### src/hw/sdtc_pkg.sv
// shared constants, types and decode functions for the sdram timing block
package sdtc_pkg;

  localparam int ACC_ADDR_W = 26;
  localparam int ROW_W = 15;
  localparam int GAP_W = 5;

  // register byte offsets on the wishbone bus
  localparam logic [7:0] OFF_WAIT = 8'h00;
  localparam logic [7:0] OFF_TIMING = 8'h04;
  localparam logic [7:0] OFF_STATUS = 8'h08;

  localparam logic [15:0] WAIT_RESET = 16'hffff;
  localparam logic [15:0] TIMING_RESET = 16'h0000;

  // area_wait_control_two field positions
  localparam int A0W_LSB = 0;
  localparam int A2W_LSB = 3;
  localparam int A3W_LSB = 5;
  // sdram_timing_control field positions
  localparam int TPC_LSB = 14;
  localparam int RCD_LSB = 12;
  localparam int TRWL_LSB = 10;
  localparam int TRAS_LSB = 8;
  localparam int BANK_HOLD_BIT = 7;
  localparam int AMX_LSB = 3;
  localparam int REF_EN_BIT = 2;
  localparam int REF_KIND_BIT = 1;
  localparam int RSVD_BIT = 0;

  typedef enum logic [3:0] {
    CMD_NOP, CMD_ACTIVATE, CMD_READ, CMD_WRITE, CMD_PRECHARGE,
    CMD_ALL_BANK_CLOSE, CMD_AUTO_REFRESH, CMD_SELF_ENTER, CMD_SELF_EXIT
  } sdtc_cmd_t;

  typedef struct packed {
    logic write;
    logic sdram;
    logic [1:0] area;
    logic [1:0] beats;
    logic [ACC_ADDR_W-1:0] addr;
  } sdtc_acc_t;

  typedef struct packed {
    sdtc_cmd_t cmd;
    logic auto_pre;
    logic [ROW_W-1:0] addr;
  } sdtc_sd_t;

  function automatic logic [GAP_W-1:0] first_waits(input logic [2:0] c);
    case (c)
      3'h0: first_waits = 5'd0;
      3'h1: first_waits = 5'd1;
      3'h2: first_waits = 5'd2;
      3'h3: first_waits = 5'd3;
      3'h4: first_waits = 5'd4;
      3'h5: first_waits = 5'd6;
      3'h6: first_waits = 5'd8;
      default: first_waits = 5'd10;
    endcase
  endfunction

  function automatic logic [GAP_W-1:0] burst_states(input logic [2:0] c);
    case (c)
      3'h0, 3'h1: burst_states = 5'd2;
      3'h2: burst_states = 5'd3;
      3'h3, 3'h4: burst_states = 5'd4;
      3'h5: burst_states = 5'd6;
      3'h6: burst_states = 5'd8;
      default: burst_states = 5'd10;
    endcase
  endfunction

  function automatic logic [GAP_W-1:0] cas_cycles(input logic [1:0] c);
    case (c)
      2'h0, 2'h1: cas_cycles = 5'd1;
      2'h2: cas_cycles = 5'd2;
      default: cas_cycles = 5'd3;
    endcase
  endfunction

  function automatic logic [GAP_W-1:0] self_exit_gap(input logic [1:0] c);
    case (c)
      2'h0: self_exit_gap = 5'd2;
      2'h1: self_exit_gap = 5'd5;
      2'h2: self_exit_gap = 5'd8;
      default: self_exit_gap = 5'd11;
    endcase
  endfunction

endpackage

### src/hw/sdtc_core.sv
// area wait states, sdram command spacing and timing register block
//
// Notes on behaviour
// - area 2 ordinary memory: codes 0..3 insert 0..3 waits; wait pin off at 0
// - area 0 first cycle waits 0,1,2,3,4,6,8,10; wait pin off at 0
// - area 0 burst beats take 2,2,3,4,4,6,8,10 states; wait pin honoured
// - timing register clears on power-on reset, survives manual reset
// - precharge to activate gap is 1..4 cycles normally
// - gap is one shorter right after all-bank or bank-active precharge
// - after self-refresh exit wait 2,5,8,11 cycles before activate
// - activate to read or write delay is 1..4 cycles
// - after a write, activate waits precharge gap plus write recovery
// - after auto-refresh, activate waits precharge gap plus hold-off
// - bank policy bit: 0 auto-precharge, 1 rows stay open
// - bits 6..3 choose the row/column address split
// - split codes set the row start bit; other codes prohibited
// - refresh enable bit: 0 off, 1 on
// - mode 0 auto-refresh after current cycle; mode 1 self-refresh
// - bit 0 reads zero, writes ignored
//
// Implementation choices: the Wishbone slave port and the register offsets.
`timescale 1ns/1ps
module sdtc_core
  import sdtc_pkg::*;
(
  input wire logic clock,
  input wire logic rst,
  input wire logic manual_rst,
  input wire logic wb_cyc_i,
  input wire logic wb_stb_i,
  input wire logic wb_we_i,
  input wire logic [7:0] wb_adr_i,
  input wire logic [3:0] wb_sel_i,
  input wire logic [31:0] wb_dat_i,
  output logic [31:0] wb_dat_o,
  output logic wb_ack_o,
  input wire logic acc_valid,
  input wire sdtc_pkg::sdtc_acc_t acc,
  output logic acc_ready,
  output logic beat_done,
  input wire logic wait_n,
  input wire logic bus_wide,
  input wire logic refresh_tick,
  output logic mem_strobe,
  output sdtc_pkg::sdtc_sd_t sd,
  output logic self_refresh
);

  typedef enum logic [2:0] {
    S_IDLE, S_ORD, S_SD_ACT, S_SD_RCD, S_SD_CAS, S_SELF
  } sdtc_state_t;

  sdtc_state_t state_q;
  logic [15:0] wait_q;
  logic [15:0] timing_q;
  logic [31:0] wb_dat_q;
  logic wb_ack_q;
  sdtc_acc_t acc_q;
  sdtc_sd_t sd_q;
  logic acc_ready_q;
  logic beat_done_q;
  logic mem_strobe_q;
  logic self_q;
  logic [GAP_W-1:0] cnt_q;
  logic xwait_en_q;
  logic row_open_q;
  logic last_wr_q;
  logic [ROW_W-1:0] open_row_q;
  logic ref_pend_q;
  logic gap_load_q;
  logic [GAP_W-1:0] gap_val_q;
  logic gap_ready;
  logic [ROW_W-1:0] row;
  logic [ROW_W-1:0] col;
  logic split_bad;

  ////////////////////////////////////////////////////////////////////////////
  // field views

  logic [1:0] tpc;
  logic [1:0] rcd;
  logic [1:0] trwl;
  logic [1:0] tras;
  logic bank_mode;
  logic ref_en;
  logic rkind;
  logic [2:0] a0w;
  logic [1:0] a2w;
  logic [1:0] a3w;
  logic [GAP_W-1:0] gap_norm;
  logic [GAP_W-1:0] gap_short;
  logic [GAP_W-1:0] wr_rec;
  logic [GAP_W-1:0] ref_hold;
  logic want_self;
  logic want_ref;
  logic acc_take;
  logic [GAP_W-1:0] ord_first;
  logic ord_wait_en;
  logic [GAP_W-1:0] ord_pitch;
  logic [GAP_W-1:0] cas_now;
  logic [ACC_ADDR_W-1:0] step;

  assign tpc = timing_q[TPC_LSB +: 2];
  assign rcd = timing_q[RCD_LSB +: 2];
  assign trwl = timing_q[TRWL_LSB +: 2];
  assign tras = timing_q[TRAS_LSB +: 2];
  assign bank_mode = timing_q[BANK_HOLD_BIT];
  assign ref_en = timing_q[REF_EN_BIT];
  assign rkind = timing_q[REF_KIND_BIT];
  assign a0w = wait_q[A0W_LSB +: 3];
  assign a2w = wait_q[A2W_LSB +: 2];
  assign a3w = wait_q[A3W_LSB +: 2];

  always_comb
  begin
    gap_norm = GAP_W'(tpc) + 5'd1;
    gap_short = GAP_W'(tpc);
    wr_rec = GAP_W'(trwl) + 5'd1;
    ref_hold = GAP_W'(tras) + 5'd2;
    want_self = ref_en && rkind;
    want_ref = ref_pend_q && ref_en && !rkind;
    acc_take = (state_q == S_IDLE) && acc_ready_q && acc_valid;
    step = bus_wide ? 26'h000_0004 : 26'h000_0002;
    // area 0 uses the 3-bit code, area 2 the 2-bit code
    if (acc.area == 2'd0)
    begin
      ord_first = first_waits(a0w);
      ord_wait_en = (a0w != 3'h0);
    end
    else if (acc.area == 2'd2)
    begin
      ord_first = GAP_W'(a2w);
      ord_wait_en = (a2w != 2'h0);
    end
    else
    begin
      ord_first = 5'd0;
      ord_wait_en = 1'b1;
    end
    if (acc_q.area == 2'd0)
      ord_pitch = burst_states(a0w) - 5'd1;
    else
      ord_pitch = GAP_W'(a2w);
    if (acc_q.area == 2'd3)
      cas_now = cas_cycles(a3w);
    else
      cas_now = cas_cycles(a2w);
  end

  ////////////////////////////////////////////////////////////////////////////
  // wishbone register slave, one wait state, unmapped reads return zero

  always_ff @(posedge clock or posedge rst)
  begin
    if (rst)
    begin
      wait_q <= WAIT_RESET;
      timing_q <= TIMING_RESET;
      wb_ack_q <= 1'b0;
      wb_dat_q <= 32'h0000_0000;
    end
    else
    begin
      wb_ack_q <= wb_cyc_i && wb_stb_i && !wb_ack_q;
      if (wb_cyc_i && wb_stb_i && !wb_ack_q && wb_we_i)
      begin
        if (wb_adr_i == OFF_WAIT)
        begin
          if (wb_sel_i[0]) wait_q[7:0] <= wb_dat_i[7:0];
          if (wb_sel_i[1]) wait_q[15:8] <= wb_dat_i[15:8];
        end
        else if (wb_adr_i == OFF_TIMING)
        begin
          if (wb_sel_i[0]) timing_q[7:1] <= wb_dat_i[7:1];
          if (wb_sel_i[1]) timing_q[15:8] <= wb_dat_i[15:8];
        end
      end
      else if (wb_cyc_i && wb_stb_i && !wb_ack_q)
      begin
        if (wb_adr_i == OFF_WAIT)
          wb_dat_q <= {16'h0000, wait_q};
        else if (wb_adr_i == OFF_TIMING)
          wb_dat_q <= {16'h0000, timing_q[15:1], 1'b0};
        else if (wb_adr_i == OFF_STATUS)
          wb_dat_q <= {27'h000_0000, split_bad, ref_pend_q, row_open_q,
                       self_q, (state_q != S_IDLE)};
        else
          wb_dat_q <= 32'h0000_0000;
      end
    end
  end

  ////////////////////////////////////////////////////////////////////////////
  // refresh request latch; a tick in the clearing cycle is kept

  logic ref_issue;
  assign ref_issue = (state_q == S_IDLE) && !acc_take && !want_self &&
                     want_ref && !row_open_q && gap_ready;

  always_ff @(posedge clock or posedge rst)
  begin
    if (rst)
      ref_pend_q <= 1'b0;
    else if (manual_rst)
      ref_pend_q <= 1'b0;
    else if (refresh_tick && ref_en && !rkind)
      ref_pend_q <= 1'b1;
    else if (ref_issue || !ref_en || rkind)
      ref_pend_q <= 1'b0;
  end

  ////////////////////////////////////////////////////////////////////////////
  // access and sdram command sequencer

  always_ff @(posedge clock or posedge rst)
  begin
    if (rst)
    begin
      state_q <= S_IDLE;
      acc_q <= '0;
      sd_q <= '0;
      acc_ready_q <= 1'b0;
      beat_done_q <= 1'b0;
      mem_strobe_q <= 1'b0;
      self_q <= 1'b0;
      cnt_q <= '0;
      xwait_en_q <= 1'b0;
      row_open_q <= 1'b0;
      last_wr_q <= 1'b0;
      open_row_q <= '0;
      gap_load_q <= 1'b0;
      gap_val_q <= '0;
    end
    else if (manual_rst)
    begin
      state_q <= S_IDLE;
      sd_q <= '0;
      acc_ready_q <= 1'b0;
      beat_done_q <= 1'b0;
      mem_strobe_q <= 1'b0;
      self_q <= 1'b0;
      row_open_q <= 1'b0;
      gap_load_q <= 1'b0;
    end
    else
    begin
      beat_done_q <= 1'b0;
      gap_load_q <= 1'b0;
      acc_ready_q <= 1'b0;
      sd_q.cmd <= CMD_NOP;
      case (state_q)
        S_IDLE:
        begin
          if (acc_take)
          begin
            acc_q <= acc;
            if (acc.sdram)
              state_q <= S_SD_ACT;
            else
            begin
              state_q <= S_ORD;
              mem_strobe_q <= 1'b1;
              cnt_q <= ord_first;
              xwait_en_q <= ord_wait_en;
            end
          end
          else if (want_self || want_ref)
          begin
            if (row_open_q)
            begin
              sd_q.cmd <= CMD_ALL_BANK_CLOSE;
              row_open_q <= 1'b0;
              gap_load_q <= 1'b1;
              gap_val_q <= gap_short;
            end
            else if (gap_ready && want_self)
            begin
              sd_q.cmd <= CMD_SELF_ENTER;
              self_q <= 1'b1;
              state_q <= S_SELF;
            end
            else if (gap_ready)
            begin
              sd_q.cmd <= CMD_AUTO_REFRESH;
              gap_load_q <= 1'b1;
              gap_val_q <= gap_norm + ref_hold;
            end
          end
          else
            acc_ready_q <= 1'b1;
        end
        S_ORD:
        begin
          if (cnt_q != '0)
            cnt_q <= cnt_q - 5'd1;
          else if (xwait_en_q && !wait_n)
            cnt_q <= '0;
          else
          begin
            beat_done_q <= 1'b1;
            if (acc_q.beats != 2'd0)
            begin
              acc_q.beats <= acc_q.beats - 2'd1;
              cnt_q <= ord_pitch;
              xwait_en_q <= 1'b1;
            end
            else
            begin
              mem_strobe_q <= 1'b0;
              state_q <= S_IDLE;
            end
          end
        end
        S_SD_ACT:
        begin
          if (row_open_q && row == open_row_q)
          begin
            cnt_q <= '0;
            state_q <= S_SD_RCD;
          end
          else if (row_open_q)
          begin
            sd_q.cmd <= CMD_PRECHARGE;
            row_open_q <= 1'b0;
            gap_load_q <= 1'b1;
            gap_val_q <= last_wr_q ? gap_short + wr_rec : gap_short;
          end
          else if (gap_ready)
          begin
            sd_q.cmd <= CMD_ACTIVATE;
            sd_q.addr <= row;
            open_row_q <= row;
            row_open_q <= bank_mode;
            cnt_q <= GAP_W'(rcd);
            state_q <= S_SD_RCD;
          end
        end
        S_SD_RCD:
        begin
          if (cnt_q != '0)
            cnt_q <= cnt_q - 5'd1;
          else
          begin
            sd_q.cmd <= acc_q.write ? CMD_WRITE : CMD_READ;
            sd_q.addr <= col;
            sd_q.auto_pre <= !bank_mode && (acc_q.beats == 2'd0);
            last_wr_q <= acc_q.write;
            if (!acc_q.write)
            begin
              cnt_q <= cas_now - 5'd1;
              state_q <= S_SD_CAS;
            end
            else
            begin
              beat_done_q <= 1'b1;
              if (acc_q.beats != 2'd0)
              begin
                acc_q.beats <= acc_q.beats - 2'd1;
                acc_q.addr <= acc_q.addr + step;
              end
              else
              begin
                state_q <= S_IDLE;
                gap_load_q <= !bank_mode;
                gap_val_q <= gap_norm + wr_rec;
              end
            end
          end
        end
        S_SD_CAS:
        begin
          if (cnt_q != '0)
            cnt_q <= cnt_q - 5'd1;
          else
          begin
            beat_done_q <= 1'b1;
            if (acc_q.beats != 2'd0)
            begin
              acc_q.beats <= acc_q.beats - 2'd1;
              acc_q.addr <= acc_q.addr + step;
              state_q <= S_SD_RCD;
            end
            else
            begin
              state_q <= S_IDLE;
              gap_load_q <= !bank_mode;
              gap_val_q <= gap_norm;
            end
          end
        end
        S_SELF:
        begin
          if (!want_self)
          begin
            sd_q.cmd <= CMD_SELF_EXIT;
            self_q <= 1'b0;
            gap_load_q <= 1'b1;
            gap_val_q <= self_exit_gap(tpc);
            state_q <= S_IDLE;
          end
        end
        default:
          state_q <= S_IDLE;
      endcase
    end
  end

  ////////////////////////////////////////////////////////////////////////////
  // helpers and outputs

  sdtc_gap_timer #(
    .W(GAP_W)
  ) u_gap (
    .clock(clock),
    .rst(rst),
    .clear(manual_rst),
    .load(gap_load_q),
    .value(gap_val_q),
    .ready(gap_ready)
  );

  sdtc_addr_split u_split (
    .addr(acc_q.addr),
    .code(timing_q[AMX_LSB +: 4]),
    .wide(bus_wide),
    .row(row),
    .col(col),
    .bad(split_bad)
  );

  assign wb_dat_o = wb_dat_q;
  assign wb_ack_o = wb_ack_q;
  assign acc_ready = acc_ready_q;
  assign beat_done = beat_done_q;
  assign mem_strobe = mem_strobe_q;
  assign sd = sd_q;
  assign self_refresh = self_q;

endmodule // sdtc_core

### src/hw/sdtc_gap_timer.sv
// minimum-spacing down counter that gates the next bank activate
`timescale 1ns/1ps
module sdtc_gap_timer
#(
  parameter int W = 5
)
(
  input wire logic clock,
  input wire logic rst,
  input wire logic clear,
  input wire logic load,
  input wire logic [W-1:0] value,
  output logic ready
);

  // the longest spacing loaded is 11 cycles, so four bits are the floor
  if (W < 4)
  begin : g_bad_width
    $error("sdtc_gap_timer: W too narrow for the longest spacing");
  end

  logic [W-1:0] cnt_q;

  always_ff @(posedge clock or posedge rst)
  begin
    if (rst)
      cnt_q <= '0;
    else if (clear)
      cnt_q <= '0;
    else if (load)
      cnt_q <= value;
    else if (cnt_q != '0)
      cnt_q <= cnt_q - 1'b1;
  end

  // a load in flight blocks so the spacing never reads a stale zero
  assign ready = (cnt_q == '0) && !load;

endmodule // sdtc_gap_timer

### src/hw/sdtc_addr_split.sv
// splits an access address into sdram row and column parts
`timescale 1ns/1ps
module sdtc_addr_split
  import sdtc_pkg::*;
(
  input wire logic [sdtc_pkg::ACC_ADDR_W-1:0] addr,
  input wire logic [3:0] code,
  input wire logic wide,
  output logic [sdtc_pkg::ROW_W-1:0] row,
  output logic [sdtc_pkg::ROW_W-1:0] col,
  output logic bad
);

  logic [3:0] start;
  logic [ACC_ADDR_W-1:0] low_mask;

  always_comb
  begin
    bad = 1'b0;
    case (code)
      4'hd: start = 4'd10;
      4'he:
      begin
        start = 4'd11;
        bad = wide;
      end
      4'h4: start = 4'd9;
      4'h5: start = 4'd10;
      4'h7:
      begin
        start = 4'd9;
        bad = !wide;
      end
      default:
      begin
        start = 4'd10;
        bad = 1'b1;
      end
    endcase
  end

  always_comb
  begin
    low_mask = ~({ACC_ADDR_W{1'b1}} << start);
    row = ROW_W'(addr >> start);
    col = ROW_W'((addr & low_mask) >> (wide ? 2 : 1));
  end

endmodule // sdtc_addr_split

### config.mk
export PLATFORM = sky130hd
export DESIGN_NAME = sdtc_core
export DESIGN_NICKNAME = d
export VERILOG_FILES = /design/src/hw/sdtc_pkg.sv /design/src/hw/sdtc_core.sv /design/src/hw/sdtc_gap_timer.sv /design/src/hw/sdtc_addr_split.sv
export SDC_FILE = /design/constraint.sdc
export NUM_CORES = 1
export LEC_CHECK = 0
export ABC_AREA = 1
export BUFFER_PORTS_ARGS = -buffer_cell sky130_fd_sc_hd__buf_2
export CAP_MARGIN = 5
export CORE_ASPECT_RATIO = 1.25
export CORE_MARGIN = 2
export CORE_UTILIZATION = 55
export DETAILED_ROUTE_END_ITERATION = 16
export MAX_ROUTING_LAYER = met4
export PLACE_DENSITY = 0.87
export RECOVER_POWER = 25
export SYNTH_ARGS = -nofsm -noshare
export SYNTH_HDL_FRONTEND = slang
export SYNTH_SLANG_ARGS = --single-unit
### constraint.sdc
create_clock -name clock -period 4.8 [get_ports clock]
set_input_delay 0.72 -clock clock [delete_from_list [all_inputs] [get_ports clock]]
set_output_delay 0.72 -clock clock [all_outputs]
set_load 0.02 [all_outputs]
# After elaboration in Yosys (flattened, before gate mapping)
# Cells that the tools add are included.
# totals
regBits	157
in_bits	86
out_inout_bits	57
# op_classes
addsub	12
eq_ne	70
n_shift	3
n_mux	150
n_bitwise	8
n_reduce_logical	86
# op_table
op	n
5-bit two-way mux	32
28-bit two-way mux	5
26-bit case mux with 3 select lines	1
3-bit two-way mux	23
1-bit two-way mux	54
3-bit inequality test, second input constant	18
5-bit case mux with 5 select lines	2
15-bit two-way mux	3
16-bit two-way mux	2
2-bit inequality test, second input constant	16
26-bit by 32-bit >> shifter with 15-bit output	1
15-bit case mux with 2 select lines	1
4-bit case mux with 7 select lines	1
3-bit nonzero test	9
26-bit by 3-bit adder with 26-bit output	1
26-bit bitwise AND	1
26-bit inverter	1
26-bit by 4-bit << shifter with 26-bit output, first input constant	1
26-bit by 4-bit >> shifter with 15-bit output	1
1-bit logical AND	20
20-bit two-way mux	1
4-bit case mux with 5 select lines	1
5-bit nonzero test	4
5-bit by 1-bit subtractor with 5-bit output, second input constant	4
other kinds (50)	126

# Depth between registers and ports, before layout
# depth
ltp_word	14
mapped_depth	18
ltp_nobuf	18

# Cells and area by module
# From an unflattened synthesis, not the netlist that was laid out.
# unflattened
cells_unflattened	1349
area_unflattened_um2	9265.1
# by_module_without_submodules
module	instances	cells_per_inst	area_per_inst_um2	seq_area_each_um2
sdtc_core	1	1142	8225.4	3398.3
sdtc_addr_split	1	152	669.4	0.0
sdtc_gap_timer	1	55	370.4	125.1

# Least setup slack after synthesis
# Ideal clock, no wire load.
# synth_path
kind	in2reg
from	input port bus_wide
to	register acc_q[25] (netlist name)
t_arrival_ns	2.952
t_required_ns	4.670
setup_slack_ns	1.717
path_stages	15
path_cell_list	clkbuf_1 -> inv_1 -> ha_1 -> inv_1 -> fa_1 -> nor3_1 -> nand2_1 -> nor2_1 -> nand2_1 -> nor2_1 -> nand2_1 -> nand2_1 -> nand3_1 -> o211ai_1 -> o21ai_0
# synth_between
elab_chain_cells	6
elab_cells_between_ends	7
cone_classes	add/sub: 1; mux: 6
# synth_lines
item	line	rtl
start: declaration	sdtc_core.sv:42	input wire logic bus_wide,
3-bit two-way mux *	sdtc_core.sv:123	step = bus_wide ? 26'h000_0004 : 26'h000_0002;
26-bit by 3-bit adder with 26-bit output *	sdtc_core.sv:359, sdtc_core.sv:380	
28-bit two-way mux *	sdtc_core.sv:356, sdtc_core.sv:377	
28-bit two-way mux	sdtc_core.sv:348	if (!acc_q.write)
28-bit two-way mux	sdtc_core.sv:340	if (cnt_q != '0)
26-bit case mux with 3 select lines *	sdtc_core.sv:251	case (state_q)
# Every way passes the cells marked *; elsewhere a longest branch is shown, timed or not. The select of a mux whose other input is x is not followed.
# A chain may end at the register's enable or synchronous reset.

# Final worst setup path
# layout_path
from	register cnt_q[0]
to	register acc_q[16] (netlist name)
# layout_between
elab_chain_cells	3
elab_cells_between_ends	4
cone_classes	eq/ne: 2; reduce/logical: 2
# layout_lines
item	line	rtl
start: declaration	sdtc_core.sv:64	logic [GAP_W-1:0] cnt_q;
start signal: assignment	sdtc_core.sv:263	cnt_q <= ord_first;
start signal: assignment	sdtc_core.sv:295	cnt_q <= cnt_q - 5'd1;
start signal: assignment	sdtc_core.sv:304	cnt_q <= ord_pitch;
5-bit nonzero test *	sdtc_core.sv:340, sdtc_core.sv:372	
2-bit inequality test (no line)	n/a	
6-bit AND reduction (no line) *	n/a	
# Every way passes the cells marked *; elsewhere a longest branch is shown, timed or not.

==> results.txt <==
The number of enable flip-flop cells after synthesis is 0. The placement-stage worst setup slack is 1.303 ns. Clock-pin slew was measured on the worst setup and hold paths at 0.06 ns. The number of clock buffers added by TritonCTS is 17. The number of DRC violations after detailed-routing iteration 0 came out at 724.

The share of synthesized cell area in and, or, nand and nor gates came out at 28.95%. Hold timing on the final database bottoms out at a slack of 0.4848 ns. The adder and majority cell fraction of the synthesized area is 3.670%. Setup repair after global routing left no endpoint under its margin.

The share of the synthesized area in compound gates (AO/OA/AOI/OAI) came out at 16.61%. In this run, distinct cell masters in the synthesized netlist total 55. Compared with the post-synthesis result, the final layout area differs by 13.05%. The post-route minimum period came out at 3.319 ns.

The placement-stage cell area came out at 0.009579 mm2. The fraction of final layout cells with drive strength greater than 1 is 15.51%. After detailed routing, the number of vias per cell comes to 5.778. The worst setup path is launched from a flip-flop. The fill cell instance count of the final layout came out at 1438.

The checks that failed: capacitance limit, slew limit. Dividing the detail-routed wire length by the instance count gives 16.42 um. Leaving out fill and tap cells, the most frequent cells in the layout are 292 x nand2_1, 140 x inv_1, 123 x dfrtp_1, 111 x nor2_1, 106 x buf_2.

The slack of the worst reg-to-reg path is 1.48 ns. The cell area after synthesis is 0.009001 mm2. The total wire length came out at 25350 um.

The number of iterations in the first detailed-routing pass is 6. The data arrival time at the worst-slack endpoint came out at 3.68 ns. 143 I/O pins were placed. The horizontal extent of the die came out at 118.4 um. The power density over cell area came out at 536.4 mW/mm2. The data required time at the worst endpoint is 5.16 ns.

The overall fraction of global-route tracks in use came out at 30.27%. The H-tree depth reported by CTS is 4. TritonCTS built the clock tree. For the worst-skew pair, the clock arrives at the later sink with an insertion delay of 0.44 ns. The total negative slack for setup checks is 0 ns. The clock net sink count is 139.

Tracing the worst setup path back leads to its startpoint at cnt_q[0]. The number of gates resized after CTS came out at 0. The initial standard-cell utilization of the core came out at 55.78%. In the post-synthesis netlist, the biggest area contributors are dfrtp_1 34%, nand2_1 12%, inv_1 5.9%. The worst setup margin came out at 1.481 ns.

The run finished, with violations left. After floorplanning, the core was sized to cover 0.01614 mm2. The via count is 8922. For this run, design rule violations remaining after detail routing come to 0. The initial antenna violation count is 0.

The share of the synthesized area in the top cell type is 34.20%. The worst setup path is captured at a flip-flop. The main combinational cell family by area after synthesis is simple AND/OR/NAND/NOR gates. Of the available clock period, the critical path in the final layout requires 69.15%. The number of antenna diodes came out at 0. The count of buffers inserted at the top-level ports came out at 107. Once detail routing completed, the nets flagged for antenna violations numbered 0.

The worst hold-check path type is reg -> reg. The max-capacitance violation count is 1. The mux cell area share after synthesis came out at 0.2502%. The sequential element share of the synthesized area came out at 38.87%.

For the pin with the worst max-slew slack, the measured transition is 2.320 ns. The synthesis-stage register bit count is 139. The xor/xnor share of the synthesized area came out at 1.557%. The setup clock skew after layout is 0.008370 ns. Measured against its own limit, the worst slew margin works out to -54.63%. The wire length of the first global-routing pass came out at 40810 um. In this run the vertical extent of the chip is 147.0 um.

The worst ir drop on vdd came out at 0.0003163 V. The root buffer cell chosen for the clock tree is clkbuf_16. The post-layout net count came out at 1425. The maximum number of pins on one net before global-route repair is 108. Buffers added to address setup during post-CTS repair amount to 0. The post-detailed-placement half-perimeter wirelength came out at 18560 um. The final-report hold violation count is 0. The worst register-to-register path ends at acc_q[16].

The number of rows in the core area came out at 52. The number of failing setup endpoints in the final timing report came out at 0. The synthesized area per cell came out at 7.336 um2.

Counting flops with an async set or reset pin after synthesis yields a share of 100.0%. The library cell used most frequently in the layout, excluding fill and tap cells, is nand2_1. The cell type with the largest total area after synthesis is dfrtp_1. The cell count after synthesis came out at 1227.

The hold-fix buffer count after cts is 0. The worst register-to-register path begins at cnt_q[0]. In this run the static leakage power is 0.004823 uW.

The critical path is of the reg -> reg type. The capture point of the critical path is acc_q[16]. The number of pins exceeding their max-slew limit in the final report is 108.

The largest stage delay on the critical path is 0.69 ns. The biggest fanout along the worst timing path came out at 25. The die covers 0.01741 mm2. The depth of the most critical reg-to-reg path came out at 11. The most common flop cell mapped by yosys is dfrtp_1.

The number of warnings printed during yosys synthesis came out at 0. The total non-filler cell area in the finished layout is 0.01018 mm2. The fmax is 301.3 MHz.

The total global routing overflow came out at 0. Traced cell by cell, the critical path runs through inv_1, ha_1, nand2_1, nor2_1, inv_1, nand2_1, o211ai_1, nor2_2, buf_4, o21ai_0, o22ai_1. The largest individual stage delay along the critical path comes from the cell nor2_2. The via count of the first global-routing pass came to 8490.

At the end of routability-driven placement, the weighted congestion stood at 1.014. The largest buffer count on any clock path came out at 2.
==> cells in the mapped netlist, types with 13 or more instances <==
cell type  count
clkbuf_1      27
dfrtp_1      123
buf_4         16
a21oi_1       36
nand3_1       98
o21ai_0      102
nand2_1      292
ha_1          20
nor2_1       112
nor3_1        25
a31oi_1       26
nand4_1       13
dfstp_2       16
inv_1        141
o22ai_1       14
o211ai_1      19
==> cell type report <==
| cell class | count | area (um2) | area share [%] |
|---|---|---|---|
| Clock buffer | 18 | 439.2 | 4.316 |
| Inverter | 149 | 565.5 | 5.558 |
| Clock inverter | 14 | 160.2 | 1.574 |
| Multi-Input combinational cell | 895 | 4663 | 45.83 |
| Sequential cell | 139 | 3498 | 34.38 |
| Tap cell | 216 | 270.3 | 2.656 |
| Timing Repair Buffer | 113 | 579.3 | 5.693 |
==> per-layer routing <==
| metal | vias up | wire, um | GRT usage (%) |
|---|---|---|---|
| li1 | 4263 | - | - |
| met3 | 106 | 1792 | 5.435 |
| met5 | - | 0 | - |
| met4 | 0 | 1309 | 16.07 |
| met1 | 4122 | 9482 | 33.63 |
| met2 | 431 | 12770 | 51.79 |
==> power by group <==
group / leakage, uW / internal [uW] / switching [uW] / total, uW
registers: 0.00171 / 1490 / 295 / 1780
clock network: 0.000286 / 789 / 559 / 1350
logic: 0.00283 / 753 / 1580 / 2330
total: 0.00482 / 3030 / 2430 / 5460
==> cells by family after synthesis <==
| logic type | count (synthesis) |
|---|---|
| flops | 139 |
| other cells | 1 |
| buf+inv | 208 |
| simple gates | 591 |
| compound gates | 246 |
| xor+xnor | 16 |
| fa+ha+maj | 24 |
| mux | 2 |
==> sequential cells by signal, indices dropped and copies added, names as in the netlist, 5 cells and up <==
signal and cells:
wb_dat_o 16, open_row_q 15, timing_q 8, acc_q 30, u_gap.cnt_q 5, wait_q 16, sd 20, cnt_q 5
==> critical path, delay by kind of cell, from the launching register on <==
| family | cells | cell delay, ns |
|---|---|---|
| fa+ha+maj | 1 | 0.18 |
| compound gates | 3 | 0.40 |
| buf+inv | 3 | 0.82 |
| flops | 1 | 0.43 |
| simple gates | 4 | 1.40 |
==> metrics by stage <==
step	std cells	total power [uW]	utilization (%)
after floorplan	1242	3462	-
after detailed placement	1512	4067	59.37
after global routing	1544	5823	63.07
after CTS	1544	5422	63.08
after global placement	1512	3997	59.37
final	1544	5458	63.07
==> how the worst min path moves through the flow <==
stage	depth (start not counted)	from	slack, ns	to
3_3_place_gp	2	gap_val_q[0]	0.47	gap_val_q[0]
4_1_cts	1	wb_dat_o[0]	0.49	wb_dat_o[0]
6_report	1	wb_dat_o[0]	0.48	wb_dat_o[0]
5_1_grt	1	wb_dat_o[0]	0.50	wb_dat_o[0]
2_1_floorplan	2	gap_val_q[0]	0.45	gap_val_q[0]
3_5_place_dp	1	wb_dat_o[0]	0.47	wb_dat_o[0]
Power figures use the tool's default switching activity.
